**src/bkpt_consts.svh**
```systemverilog
`ifndef BKPT_CONSTS_SVH
`define BKPT_CONSTS_SVH
// =====================================================
// register byte addresses (printed offsets are not all multiples of four)
`define IDX_MASK_RW_CTRL 8'h29
`define ADDR_MASK_RW_CTRL (`IDX_MASK_RW_CTRL * 4)
`define ADDR_CMP_A 12'h000
`define ADDR_CMP_B 12'h004
`define ADDR_MODE 12'h008
`define ADDR_IRQ_STATUS 12'h00C
`define ADDR_IRQ_MASK 12'h010
`define ADDR_MATCH_STATE 12'h014
// =====================================================
// control field positions
`define F_A_MASK_H 7
`define F_A_MASK_L 6
`define F_B_MASK_H 5
`define F_B_MASK_L 4
`define F_A_DIR_EN 3
`define F_A_DIR_VAL 2
`define F_B_DIR_EN 1
`define F_B_DIR_VAL 0
// =====================================================
// mode register bits
`define F_MODE_BKPT 0
`define F_MODE_FULL 1
// =====================================================
// reset values
`define RST_CTRL 8'h00
`define RST_CMP 22'h000000
`define RST_MODE 2'h0
`define RST_IRQ 2'h0
`endif

```
**src/bkpt_pkg.sv**
```systemverilog
package bkpt_pkg;
    // axi response codes
    typedef enum logic [1:0] {
        RESP_OKAY = 2'h0,
        RESP_SLVERR = 2'h2
    } axi_resp_t;
    // write-side handshake states
    typedef enum logic [2:0] {
        WS_IDLE = 3'b001,
        WS_COLLECT = 3'b010,
        WS_RESP = 3'b100
    } wr_state_t;
endpackage : bkpt_pkg

```
**src/breakpoint_mask_rw_qualifier.sv**
```systemverilog
// Design decision made here: the AXI4-Lite interface to the registers.
`timescale 1ns/1ps
`include "bkpt_consts.svh"

// How it works
// - full paged compare: page plus address 13:0
// - full unpaged compare: all sixteen address bits
// - first mask: full, 256-byte or 16K range
// - second mask same meanings in dual mode
// - first mask 1:0 compares all lines
// - second mask 1:0 compares all lines
// - 1:1 fires only on matching paged access
// - full mode second mask picks data bytes
// - debug mode forces first mask to zero
// - debug mode second mask only qualifies data
// - A direction used only when enabled
// - A direction value: 0 write, 1 read
// - B direction used only when enabled
// - B direction value: 0 write, 1 read
// - full mode ignores B direction bits
// - full mode: A address, B data
// - B bits compare data bits in full
module breakpoint_mask_rw_qualifier (
    input wire logic aclk,
    input wire logic aresetn,
    input wire logic [11:0] s_axi_awaddr,
    input wire logic s_axi_awvalid,
    output logic s_axi_awready,
    input wire logic [31:0] s_axi_wdata,
    input wire logic [3:0] s_axi_wstrb,
    input wire logic s_axi_wvalid,
    output logic s_axi_wready,
    output bkpt_pkg::axi_resp_t s_axi_bresp,
    output logic s_axi_bvalid,
    input wire logic s_axi_bready,
    input wire logic [11:0] s_axi_araddr,
    input wire logic s_axi_arvalid,
    output logic s_axi_arready,
    output logic [31:0] s_axi_rdata,
    output bkpt_pkg::axi_resp_t s_axi_rresp,
    output logic s_axi_rvalid,
    input wire logic s_axi_rready,
    input wire logic bus_valid,
    input wire logic [15:0] cpu_addr,
    input wire logic [5:0] program_page_select,
    input wire logic program_page_access,
    input wire logic [15:0] cpu_data,
    input wire logic cpu_read,
    output logic match_a,
    output logic match_b,
    output logic irq
);
    import bkpt_pkg::*;

    // =====================================================
    // overview
    // the cpu side is sampled once per clock; a hit on
    // cycle n shows on match_a or match_b at cycle n+1
    // and lands in the sticky status at the same time.
    // irq is set from the next status in the same cycle, so a
    // matching cycle reaches the interrupt line in one
    // clock. the register bus never stalls the compare:
    // a control write simply changes the rule for the
    // next sampled bus cycle.
    // there is no tagging here; every match is treated
    // as a forced break, and the direction bits are
    // meaningful to this logic, except B's in full mode.

    // =====================================================
    // registers
    logic [7:0] ctrl_r; // mask and direction control
    logic [21:0] cmp_a_r; // extended, high, low of comparator A
    logic [21:0] cmp_b_r; // extended, high, low of comparator B
    logic [1:0] mode_r; // breakpoint_mode, full select
    logic [1:0] irq_status_r; // sticky match events
    logic [1:0] irq_mask_r; // 1 enables the event
    logic match_a_r;
    logic match_b_r;
    logic irq_r;

    // =====================================================
    // mode decode
    // mode bit 0 high selects breakpoint operation,
    // low selects the trace/debug use of the comparators.
    // mode bit 1 turns comparator B into a data compare.
    // the masks are re-qualified here rather than at the
    // register so a later mode change never needs a
    // rewrite of the control byte by software.
    wire breakpoint_mode = mode_r[`F_MODE_BKPT]; // 0 means debug_trace_mode
    wire full_mode = mode_r[`F_MODE_FULL];
    wire [5:0] cmp_a_extended_byte = cmp_a_r[21:16];
    wire [7:0] cmp_a_high_byte = cmp_a_r[15:8];
    wire [7:0] cmp_a_low_byte = cmp_a_r[7:0];
    wire [5:0] cmp_b_extended_byte = cmp_b_r[21:16];
    wire [7:0] cmp_b_high_byte = cmp_b_r[15:8];
    wire [7:0] cmp_b_low_byte = cmp_b_r[7:0];

    // debug mode: first mask has no meaning, held at zero
    wire first_addr_high_mask = breakpoint_mode & ctrl_r[`F_A_MASK_H];
    wire first_addr_low_mask = breakpoint_mode & ctrl_r[`F_A_MASK_L];
    wire second_addr_high_mask = ctrl_r[`F_B_MASK_H];
    wire second_addr_low_mask = ctrl_r[`F_B_MASK_L];
    // second mask in debug mode counts only for the data compare
    wire b_mask_h_addr = breakpoint_mode & second_addr_high_mask;
    wire b_mask_l_addr = breakpoint_mode & second_addr_low_mask;
    wire cmp_a_dir_enable = ctrl_r[`F_A_DIR_EN];
    wire cmp_a_dir_value = ctrl_r[`F_A_DIR_VAL];
    wire cmp_b_dir_enable = ctrl_r[`F_B_DIR_EN];
    wire cmp_b_dir_value = ctrl_r[`F_B_DIR_VAL];

    // =====================================================
    // address field matches, shared shape for A and B
    // both comparators use the same slicing: six page
    // bits, then either six or eight high address bits,
    // then the low byte. on a program page the two top
    // address lines are replaced by the page, which gives
    // the twenty-bit compare; elsewhere the full sixteen
    // bits are used and the page value plays no part.
    // limitation: several physical addresses alias to one
    // logical address when the page is not compared.
    // paged: page vs extended byte, high byte bits 5:0 vs address 13:8
    wire a_ext_eq = program_page_select == cmp_a_extended_byte;
    wire b_ext_eq = program_page_select == cmp_b_extended_byte;
    wire a_hi_eq = program_page_access ? (cpu_addr[13:8] == cmp_a_high_byte[5:0])
                                       : (cpu_addr[15:8] == cmp_a_high_byte);
    wire b_hi_eq = program_page_access ? (cpu_addr[13:8] == cmp_b_high_byte[5:0])
                                       : (cpu_addr[15:8] == cmp_b_high_byte);
    wire a_lo_eq = cpu_addr[7:0] == cmp_a_low_byte;
    wire b_lo_eq = cpu_addr[7:0] == cmp_b_low_byte;

    // mask decode: low bit clear means full compare whatever the high bit
    wire a_use_hi = ~(first_addr_high_mask & first_addr_low_mask);
    wire a_use_lo = ~first_addr_low_mask;
    wire b_use_hi = ~(b_mask_h_addr & b_mask_l_addr);
    wire b_use_lo = ~b_mask_l_addr;
    // 16K range outside a program page can never fire
    wire a_range_only = ~a_use_hi;
    wire b_range_only = ~b_use_hi;
    // extended byte only counts on a program page access
    wire a_ext_ok = program_page_access ? a_ext_eq : ~a_range_only;
    wire b_ext_ok = program_page_access ? b_ext_eq : ~b_range_only;

    wire a_addr_hit = a_ext_ok & (~a_use_hi | a_hi_eq) & (~a_use_lo | a_lo_eq);
    wire b_addr_hit = b_ext_ok & (~b_use_hi | b_hi_eq) & (~b_use_lo | b_lo_eq);

    // =====================================================
    // data compare for full mode, extended byte never used
    // the second mask bits act as byte disables here:
    // high bit masks the high data byte, low bit the low.
    // with both set comparator B matches any cycle that
    // passes the bus_valid gate, which is intended.
    wire d_use_hi = ~second_addr_high_mask;
    wire d_use_lo = ~second_addr_low_mask;
    wire d_hi_eq = cpu_data[15:8] == cmp_b_high_byte;
    wire d_lo_eq = cpu_data[7:0] == cmp_b_low_byte;
    wire b_data_hit = (~d_use_hi | d_hi_eq) & (~d_use_lo | d_lo_eq);

    // =====================================================
    // direction qualification; value 1 matches read cycles
    // an enable bit left clear makes the value bit a
    // don't-care. in full mode B follows A's direction
    // only through the shared bus cycle, never its own.
    wire a_dir_ok = ~cmp_a_dir_enable | (cmp_a_dir_value == cpu_read);
    wire b_dir_ok = full_mode | ~cmp_b_dir_enable | (cmp_b_dir_value == cpu_read);

    wire hit_a = bus_valid & a_addr_hit & a_dir_ok;
    wire hit_b = bus_valid & b_dir_ok & (full_mode ? b_data_hit : b_addr_hit);

    // =====================================================
    // axi write channel: address and data accepted in either order
    // each channel is latched on its own handshake and
    // held until the partner arrives; the write is done
    // in the cycle where both are present, so a master
    // that offers both together sees the response one
    // clock after the handshake. a pending response
    // blocks both channels, keeping one write in flight.
    wr_state_t wr_state_r;
    logic aw_got_r;
    logic w_got_r;
    logic [11:0] awaddr_r;
    logic [31:0] wdata_r;
    logic [3:0] wstrb_r;
    axi_resp_t bresp_r;

    wire aw_fire = s_axi_awvalid & ~aw_got_r & (wr_state_r != WS_RESP);
    wire w_fire = s_axi_wvalid & ~w_got_r & (wr_state_r != WS_RESP);
    wire have_aw = aw_got_r | aw_fire;
    wire have_w = w_got_r | w_fire;
    wire [11:0] wa = aw_fire ? s_axi_awaddr : awaddr_r;
    wire [31:0] wd = w_fire ? s_axi_wdata : wdata_r;
    wire [3:0] ws = w_fire ? s_axi_wstrb : wstrb_r;
    wire do_write = have_aw & have_w & (wr_state_r != WS_RESP);
    wire wr_ctrl = wa == 12'(`ADDR_MASK_RW_CTRL);
    wire wr_cmp_a = wa == `ADDR_CMP_A;
    wire wr_cmp_b = wa == `ADDR_CMP_B;
    wire wr_mode = wa == `ADDR_MODE;
    wire wr_mask = wa == `ADDR_IRQ_MASK;
    wire wr_known = wr_ctrl | wr_cmp_a | wr_cmp_b | wr_mode | wr_mask
                  | (wa == `ADDR_IRQ_STATUS) | (wa == `ADDR_MATCH_STATE);

    // byte-lane merge for the comparator words
    wire [21:0] cmp_wmask = {{6{ws[2]}}, {8{ws[1]}}, {8{ws[0]}}};
    wire [21:0] cmp_a_nxt = (cmp_a_r & ~cmp_wmask) | (wd[21:0] & cmp_wmask);
    wire [21:0] cmp_b_nxt = (cmp_b_r & ~cmp_wmask) | (wd[21:0] & cmp_wmask);

    // write handshake state
    // idle: nothing held. collect: one channel held,
    // waiting for the other. resp: bvalid raised and
    // held until bready; the payload flops keep their
    // last values, which is harmless since do_write is
    // gated off in that state.
    always_ff @(posedge aclk) begin
        if (!aresetn) begin
            wr_state_r <= WS_IDLE;
            aw_got_r <= 1'b0;
            w_got_r <= 1'b0;
            awaddr_r <= 12'h000;
            wdata_r <= 32'h00000000;
            wstrb_r <= 4'h0;
            bresp_r <= RESP_OKAY;
        end else begin
            if (aw_fire) awaddr_r <= s_axi_awaddr;
            if (w_fire) begin
                wdata_r <= s_axi_wdata;
                wstrb_r <= s_axi_wstrb;
            end
            case (wr_state_r)
                WS_IDLE, WS_COLLECT: begin
                    if (do_write) begin
                        wr_state_r <= WS_RESP;
                        aw_got_r <= 1'b0;
                        w_got_r <= 1'b0;
                        bresp_r <= wr_known ? RESP_OKAY : RESP_SLVERR;
                    end else begin
                        aw_got_r <= have_aw;
                        w_got_r <= have_w;
                        wr_state_r <= (have_aw | have_w) ? WS_COLLECT : WS_IDLE;
                    end
                end
                WS_RESP: begin
                    if (s_axi_bready) wr_state_r <= WS_IDLE;
                end
                default: wr_state_r <= WS_IDLE;
            endcase
        end
    end

    // =====================================================
    // axi read channel, one cycle to data
    // the address is decoded combinationally from the
    // bus and the data registered at the handshake, so
    // read data never changes while rvalid stands.
    // arready drops while data waits: one read at a time.
    logic rvalid_r;
    logic [31:0] rdata_r;
    axi_resp_t rresp_r;
    wire ar_fire = s_axi_arvalid & ~rvalid_r;
    wire rd_status = s_axi_araddr == `ADDR_IRQ_STATUS;
    wire rd_ctrl = s_axi_araddr == 12'(`ADDR_MASK_RW_CTRL);
    wire rd_cmp_a = s_axi_araddr == `ADDR_CMP_A;
    wire rd_cmp_b = s_axi_araddr == `ADDR_CMP_B;
    wire rd_mode = s_axi_araddr == `ADDR_MODE;
    wire rd_mask = s_axi_araddr == `ADDR_IRQ_MASK;
    wire rd_state = s_axi_araddr == `ADDR_MATCH_STATE;
    wire rd_known = rd_status | rd_ctrl | rd_cmp_a | rd_cmp_b | rd_mode | rd_mask | rd_state;
    wire [31:0] rd_mux = rd_ctrl ? {24'h000000, ctrl_r}
                       : rd_cmp_a ? {10'h000, cmp_a_r}
                       : rd_cmp_b ? {10'h000, cmp_b_r}
                       : rd_mode ? {30'h00000000, mode_r}
                       : rd_mask ? {30'h00000000, irq_mask_r}
                       : rd_status ? {30'h00000000, irq_status_r}
                       : rd_state ? {30'h00000000, match_b_r, match_a_r}
                       : 32'h00000000;

    // read data register; unmapped answers slverr with zero
    // rvalid falls on the edge that sees rready; a new
    // request cannot be taken in that same cycle.
    always_ff @(posedge aclk) begin
        if (!aresetn) begin
            rvalid_r <= 1'b0;
            rdata_r <= 32'h00000000;
            rresp_r <= RESP_OKAY;
        end else if (ar_fire) begin
            rvalid_r <= 1'b1;
            rdata_r <= rd_mux;
            rresp_r <= rd_known ? RESP_OKAY : RESP_SLVERR;
        end else if (s_axi_rready) begin
            rvalid_r <= 1'b0;
        end
    end

    // =====================================================
    // software registers
    // byte registers take lane 0 only; comparator words
    // merge lanes 0 to 2 so software may update one byte
    // of a comparator without a read-modify-write.
    // status and match state are read only: writes to
    // them answer okay and change nothing.
    always_ff @(posedge aclk) begin
        if (!aresetn) begin
            ctrl_r <= `RST_CTRL;
            cmp_a_r <= `RST_CMP;
            cmp_b_r <= `RST_CMP;
            mode_r <= `RST_MODE;
            irq_mask_r <= `RST_IRQ;
        end else if (do_write) begin
            if (wr_ctrl && ws[0]) ctrl_r <= wd[7:0];
            if (wr_cmp_a) cmp_a_r <= cmp_a_nxt;
            if (wr_cmp_b) cmp_b_r <= cmp_b_nxt;
            if (wr_mode && ws[0]) mode_r <= wd[1:0];
            if (wr_mask && ws[0]) irq_mask_r <= wd[1:0];
        end
    end

    // =====================================================
    // match outputs and sticky events; a new hit beats the read clear
    // the clear is taken from the read handshake, not from
    // rvalid, so the read data shows the bits that were
    // cleared. a hit in the clearing cycle survives, so
    // an event is never lost between read and clear.
    // irq uses the next status so it changes together with it.
    wire [1:0] status_clr = (ar_fire & rd_status) ? 2'h3 : 2'h0;
    wire [1:0] status_nxt = (irq_status_r & ~status_clr) | {hit_b, hit_a};
    always_ff @(posedge aclk) begin
        if (!aresetn) begin
            match_a_r <= 1'b0;
            match_b_r <= 1'b0;
            irq_status_r <= `RST_IRQ;
            irq_r <= 1'b0;
        end else begin
            match_a_r <= hit_a;
            match_b_r <= hit_b;
            irq_status_r <= status_nxt;
            irq_r <= |(status_nxt & irq_mask_r);
        end
    end

    // =====================================================
    // outputs
    // bus readiness is decoded from state flops; data,
    // responses, matches and irq come from registers.
    assign s_axi_awready = ~aw_got_r & (wr_state_r != WS_RESP);
    assign s_axi_wready = ~w_got_r & (wr_state_r != WS_RESP);
    assign s_axi_bvalid = wr_state_r == WS_RESP;
    assign s_axi_bresp = bresp_r;
    assign s_axi_arready = ~rvalid_r;
    assign s_axi_rvalid = rvalid_r;
    assign s_axi_rdata = rdata_r;
    assign s_axi_rresp = rresp_r;
    assign match_a = match_a_r;
    assign match_b = match_b_r;
    assign irq = irq_r;
endmodule : breakpoint_mask_rw_qualifier

```
**config.mk**
```make
export PLATFORM = sky130hd
export DESIGN_NAME = breakpoint_mask_rw_qualifier
export DESIGN_NICKNAME = d
export VERILOG_FILES = /design/src/bkpt_pkg.sv /design/src/breakpoint_mask_rw_qualifier.sv
export VERILOG_INCLUDE_DIRS = /design/src
export SDC_FILE = /design/constraint.sdc
export NUM_CORES = 1
export LEC_CHECK = 0
export BUFFER_PORTS_ARGS = -buffer_cell sky130_fd_sc_hd__buf_4
export CORE_MARGIN = 5
export CORE_UTILIZATION = 28
export CTS_CLUSTER_DIAMETER = 150
export CTS_CLUSTER_SIZE = 25
export DETAILED_ROUTE_END_ITERATION = 12
export PLACE_DENSITY = 0.49
export SYNTH_ARGS = -nofsm -noshare
export SYNTH_HDL_FRONTEND = slang
export SYNTH_SLANG_ARGS = --single-unit
```
**constraint.sdc**
```tcl
create_clock -name aclk -period 2.7 [get_ports aclk]
set_input_delay 0.27 -clock aclk [delete_from_list [all_inputs] [get_ports aclk]]
set_output_delay 0.27 -clock aclk [all_outputs]
set_load 0.02 [all_outputs]
```
==> qor.yml <==
synth:
  synthCells: 681
  syn_avg_cell_area_um2: 9.05
  ys_ff_latch: 128
  async_flop_share_pct: 0
  synth_edf_count: 0
  synth_cell_types: 54
  synth_area_um2: 6160
  synth-seq-area-share_pct: 41.6
  ys.flop_type: "dfxtp_1"
  yosysWarnings: 0
grt:
  grt_first_pass_wirelength_mm: 27.8
  grtUsageMet2_pct: 23.7
  grt_use_met1_pct: 19.1
  antenna_found_initial: 0
  grt_overflow: 0
  first_global_vias: 5061
  busiest_layer: "met2"
  grtUsageMet3_pct: 3.72
  grt_max_degree: 103
  track_usage_pct: 14.4
power:
  switching_power_mw: 1.59
  comb_power_share_pct: 19.6
  power_density_nw_per_um2: 717
  max-vdd-ir-drop_mv: 0.454
  seqPwrFrac_pct: 36.7
  p_sw_share_pct: 27.3
  clock_power_share_pct: 43.7
  p_leak_nw: 3.85
  finalPower_mw: 5.81
  intPower_mw: 4.22
timing:
  hold_viol_final: 0
  setup_viol: 0
  post-route-period-util_pct: 91.8
  max_freq_ghz: 0.403
  relSlewSlack_pct: 59.5
  setup_tns_ns: 0
  report.final.slew_viol_count: 0
  max_slew.worst_pin.slew_ns: 0.602
  rsz0062_at_grt: "false"
  fin_worst_skew_ns: 0.0184
  period_needed_ns: 2.48
worst_setup_path:
  arrival_ns: 2.77
  critPathKind: "reg -> reg"
  r2r_slack_ns: 0.22
  critPathCaptureType: "flop"
  cp_num_buf_inv: 1
  startpoint: "wr_state_r[2]"
  worstPathCellList: "or3b_1 > inv_2 > or3_1 > mux2_2 > nor3b_4 > nand2_4 > mux2i_1"
  worst_path_max_delay_cell: "mux2_2"
  crit_fanout: 8
  rr_startpoint: "wr_state_r[2]"
  ff2ff_path_depth: 7
  cp-start-kind: "flop"
  crit_family: "simple AND/OR/NAND/NOR gates"
  critPathRequiredTime_ns: 2.99
  critPathMaxStageDelay_ns: 0.42
floorplan:
  core_region_area_um2: 21800
  fp.dieH_um: 158
  io_pins: 152
  chipWidth_um: 158
  rows: 54
  dieArea_um2: 25100
  initial_core_util_pct: 28.3
cells_and_area:
  insertedDiodeCount: 0
  drive_above_1_share_pct: 26.3
  final_common_cell: "buf_4"
  nets: 923
  multi_input_area_um2: 3340
  fillerInstances: 2250
  syn2layout_area_growth_pct: 31.5
  register_area_um2: 2560
  final_cell_mix: "buf_4, dfxtp_1, nand2_1, mux2i_1, nor2_1"
placed_design:
  place_congestion: 0.799
  place_hpwl_mm: 13.6
  port-buffer-count: 128
min_path:
  whs_path_depth: 2
  hold_class: "in -> reg"
  hold_end: "s_axi_rvalid"
  min_from: "s_axi_arvalid"
clock_network:
  post_cts_resized: 0
  post-cts-setup-buffers: 0
  cts.path.max_buffers: 2
  clock_latency_ns: 0.43
  clkTransAtPathRegs_ns: 0.06
  cts_hold_buf: 0
  clock-sinks: 128
  h-tree-depth: 4
  cts_tree: "built"
  cts_buffers: 17
  clk_root_buffer_cell: "clkbuf_16"
status:
  outcome: "completed"
flow_run:
  cap_viol_max_count: 0
route:
  ant_nets: 0
  via_per_inst: 4.66
  routed_wl_mm: 18.0
  dr.pass1.iters: 4
  drc: 0
  routed-via-count: 5167
  wl_per_cell_um: 16.2
  initialDrtViolationCount: 392
==> power groups by stage <==
stage          Combinational, mW  Sequential (mW)  Clock, mW
6_report                    1.14             2.13       2.54
2_1_floorplan              0.725             2.18          0
4_1_cts                     1.16             2.13       2.60
3_3_place_gp                1.15             2.17          0
3_5_place_dp                1.15             2.17          0
5_1_grt                     1.26             2.15       2.68
==> stage by stage <==
stage	hold slack, ns	setup WS [ns]	area (um^2)	util (%)	cells
4_1_cts	0.0688	0.214	8100	37.2	1108
3_3_place_gp	0.456	0.253	7450	34.2	1076
2_1_floorplan	0.408	0.446	6200	-	692
3_5_place_dp	0.460	0.227	7450	34.2	1076
5_1_grt	0.0797	0.0654	8100	37.2	1108
6_report	0.0948	0.221	8100	37.2	1108
==> layout make-up <==
cell class / instances / area share [%]
timing repair buffer: 145 / 13.6
inverter: 27 / 1.25
sequential: 128 / 31.6
tap: 280 / 4.32
clock buffer: 19 / 5.47
clock inverter: 13 / 2.59
multi-input combinational: 496 / 41.2
==> routing by layer <==
metal  wire [um]  part of all wire [%]  up-vias
met5           0                     0        -
met4         167                  0.93        0
met3         934                   5.2       15
met2        8550                    48      109
met1        8320                    46     2435
li1            -                     -     2608
==> synth_stat cells, types with 2 or more instances <==
cell type / number / share of area [%]
o21ai_0: 27 / 2.2
nor3b_1: 4 / 0.49
a221oi_1: 21 / 3.0
nor3_1: 3 / 0.24
o311ai_0: 2 / 0.28
nand2b_1: 3 / 0.30
inv_1: 26 / 1.6
or3_1: 5 / 0.51
nand3b_1: 2 / 0.24
a21o_1: 2 / 0.24
nand2_4: 3 / 0.55
clkbuf_1: 24 / 1.5
mux2i_1: 63 / 10
buf_1: 3 / 0.18
nor2b_1: 6 / 0.61
nand2_1: 119 / 7.3
o221ai_1: 2 / 0.28
nand4_1: 12 / 1.2
dfxtp_1: 128 / 42
a31oi_1: 3 / 0.30
mux2_2: 29 / 5.3
nand4b_1: 2 / 0.28
a21oi_1: 12 / 0.97
buf_4: 12 / 1.5
a211oi_1: 2 / 0.24
nand3_1: 9 / 0.73
xor2_1: 37 / 5.3
or4_1: 2 / 0.24
nor2_1: 43 / 2.6
xnor2_1: 26 / 3.7
and3_1: 2 / 0.20
a21boi_0: 12 / 1.5
o31ai_1: 3 / 0.37
nor4_1: 12 / 1.2
==> worst max-delay path by stage <==
stage,end,cells past startpoint
after global routing,flop,8
after detailed placement,flop,7
final,flop,7
after global placement,flop,7
after floorplan,flop,8
after CTS,flop,7
==> logic make-up after synthesis <==
family | share of synthesized area (%)
xor+xnor | 8.96
other cells | 0.0609
mux | 15.5
compound gates | 11.1
flops | 41.6
buf+inv | 5.02
simple gates | 17.7
Note: power is estimated with default switching activity, not from simulation.
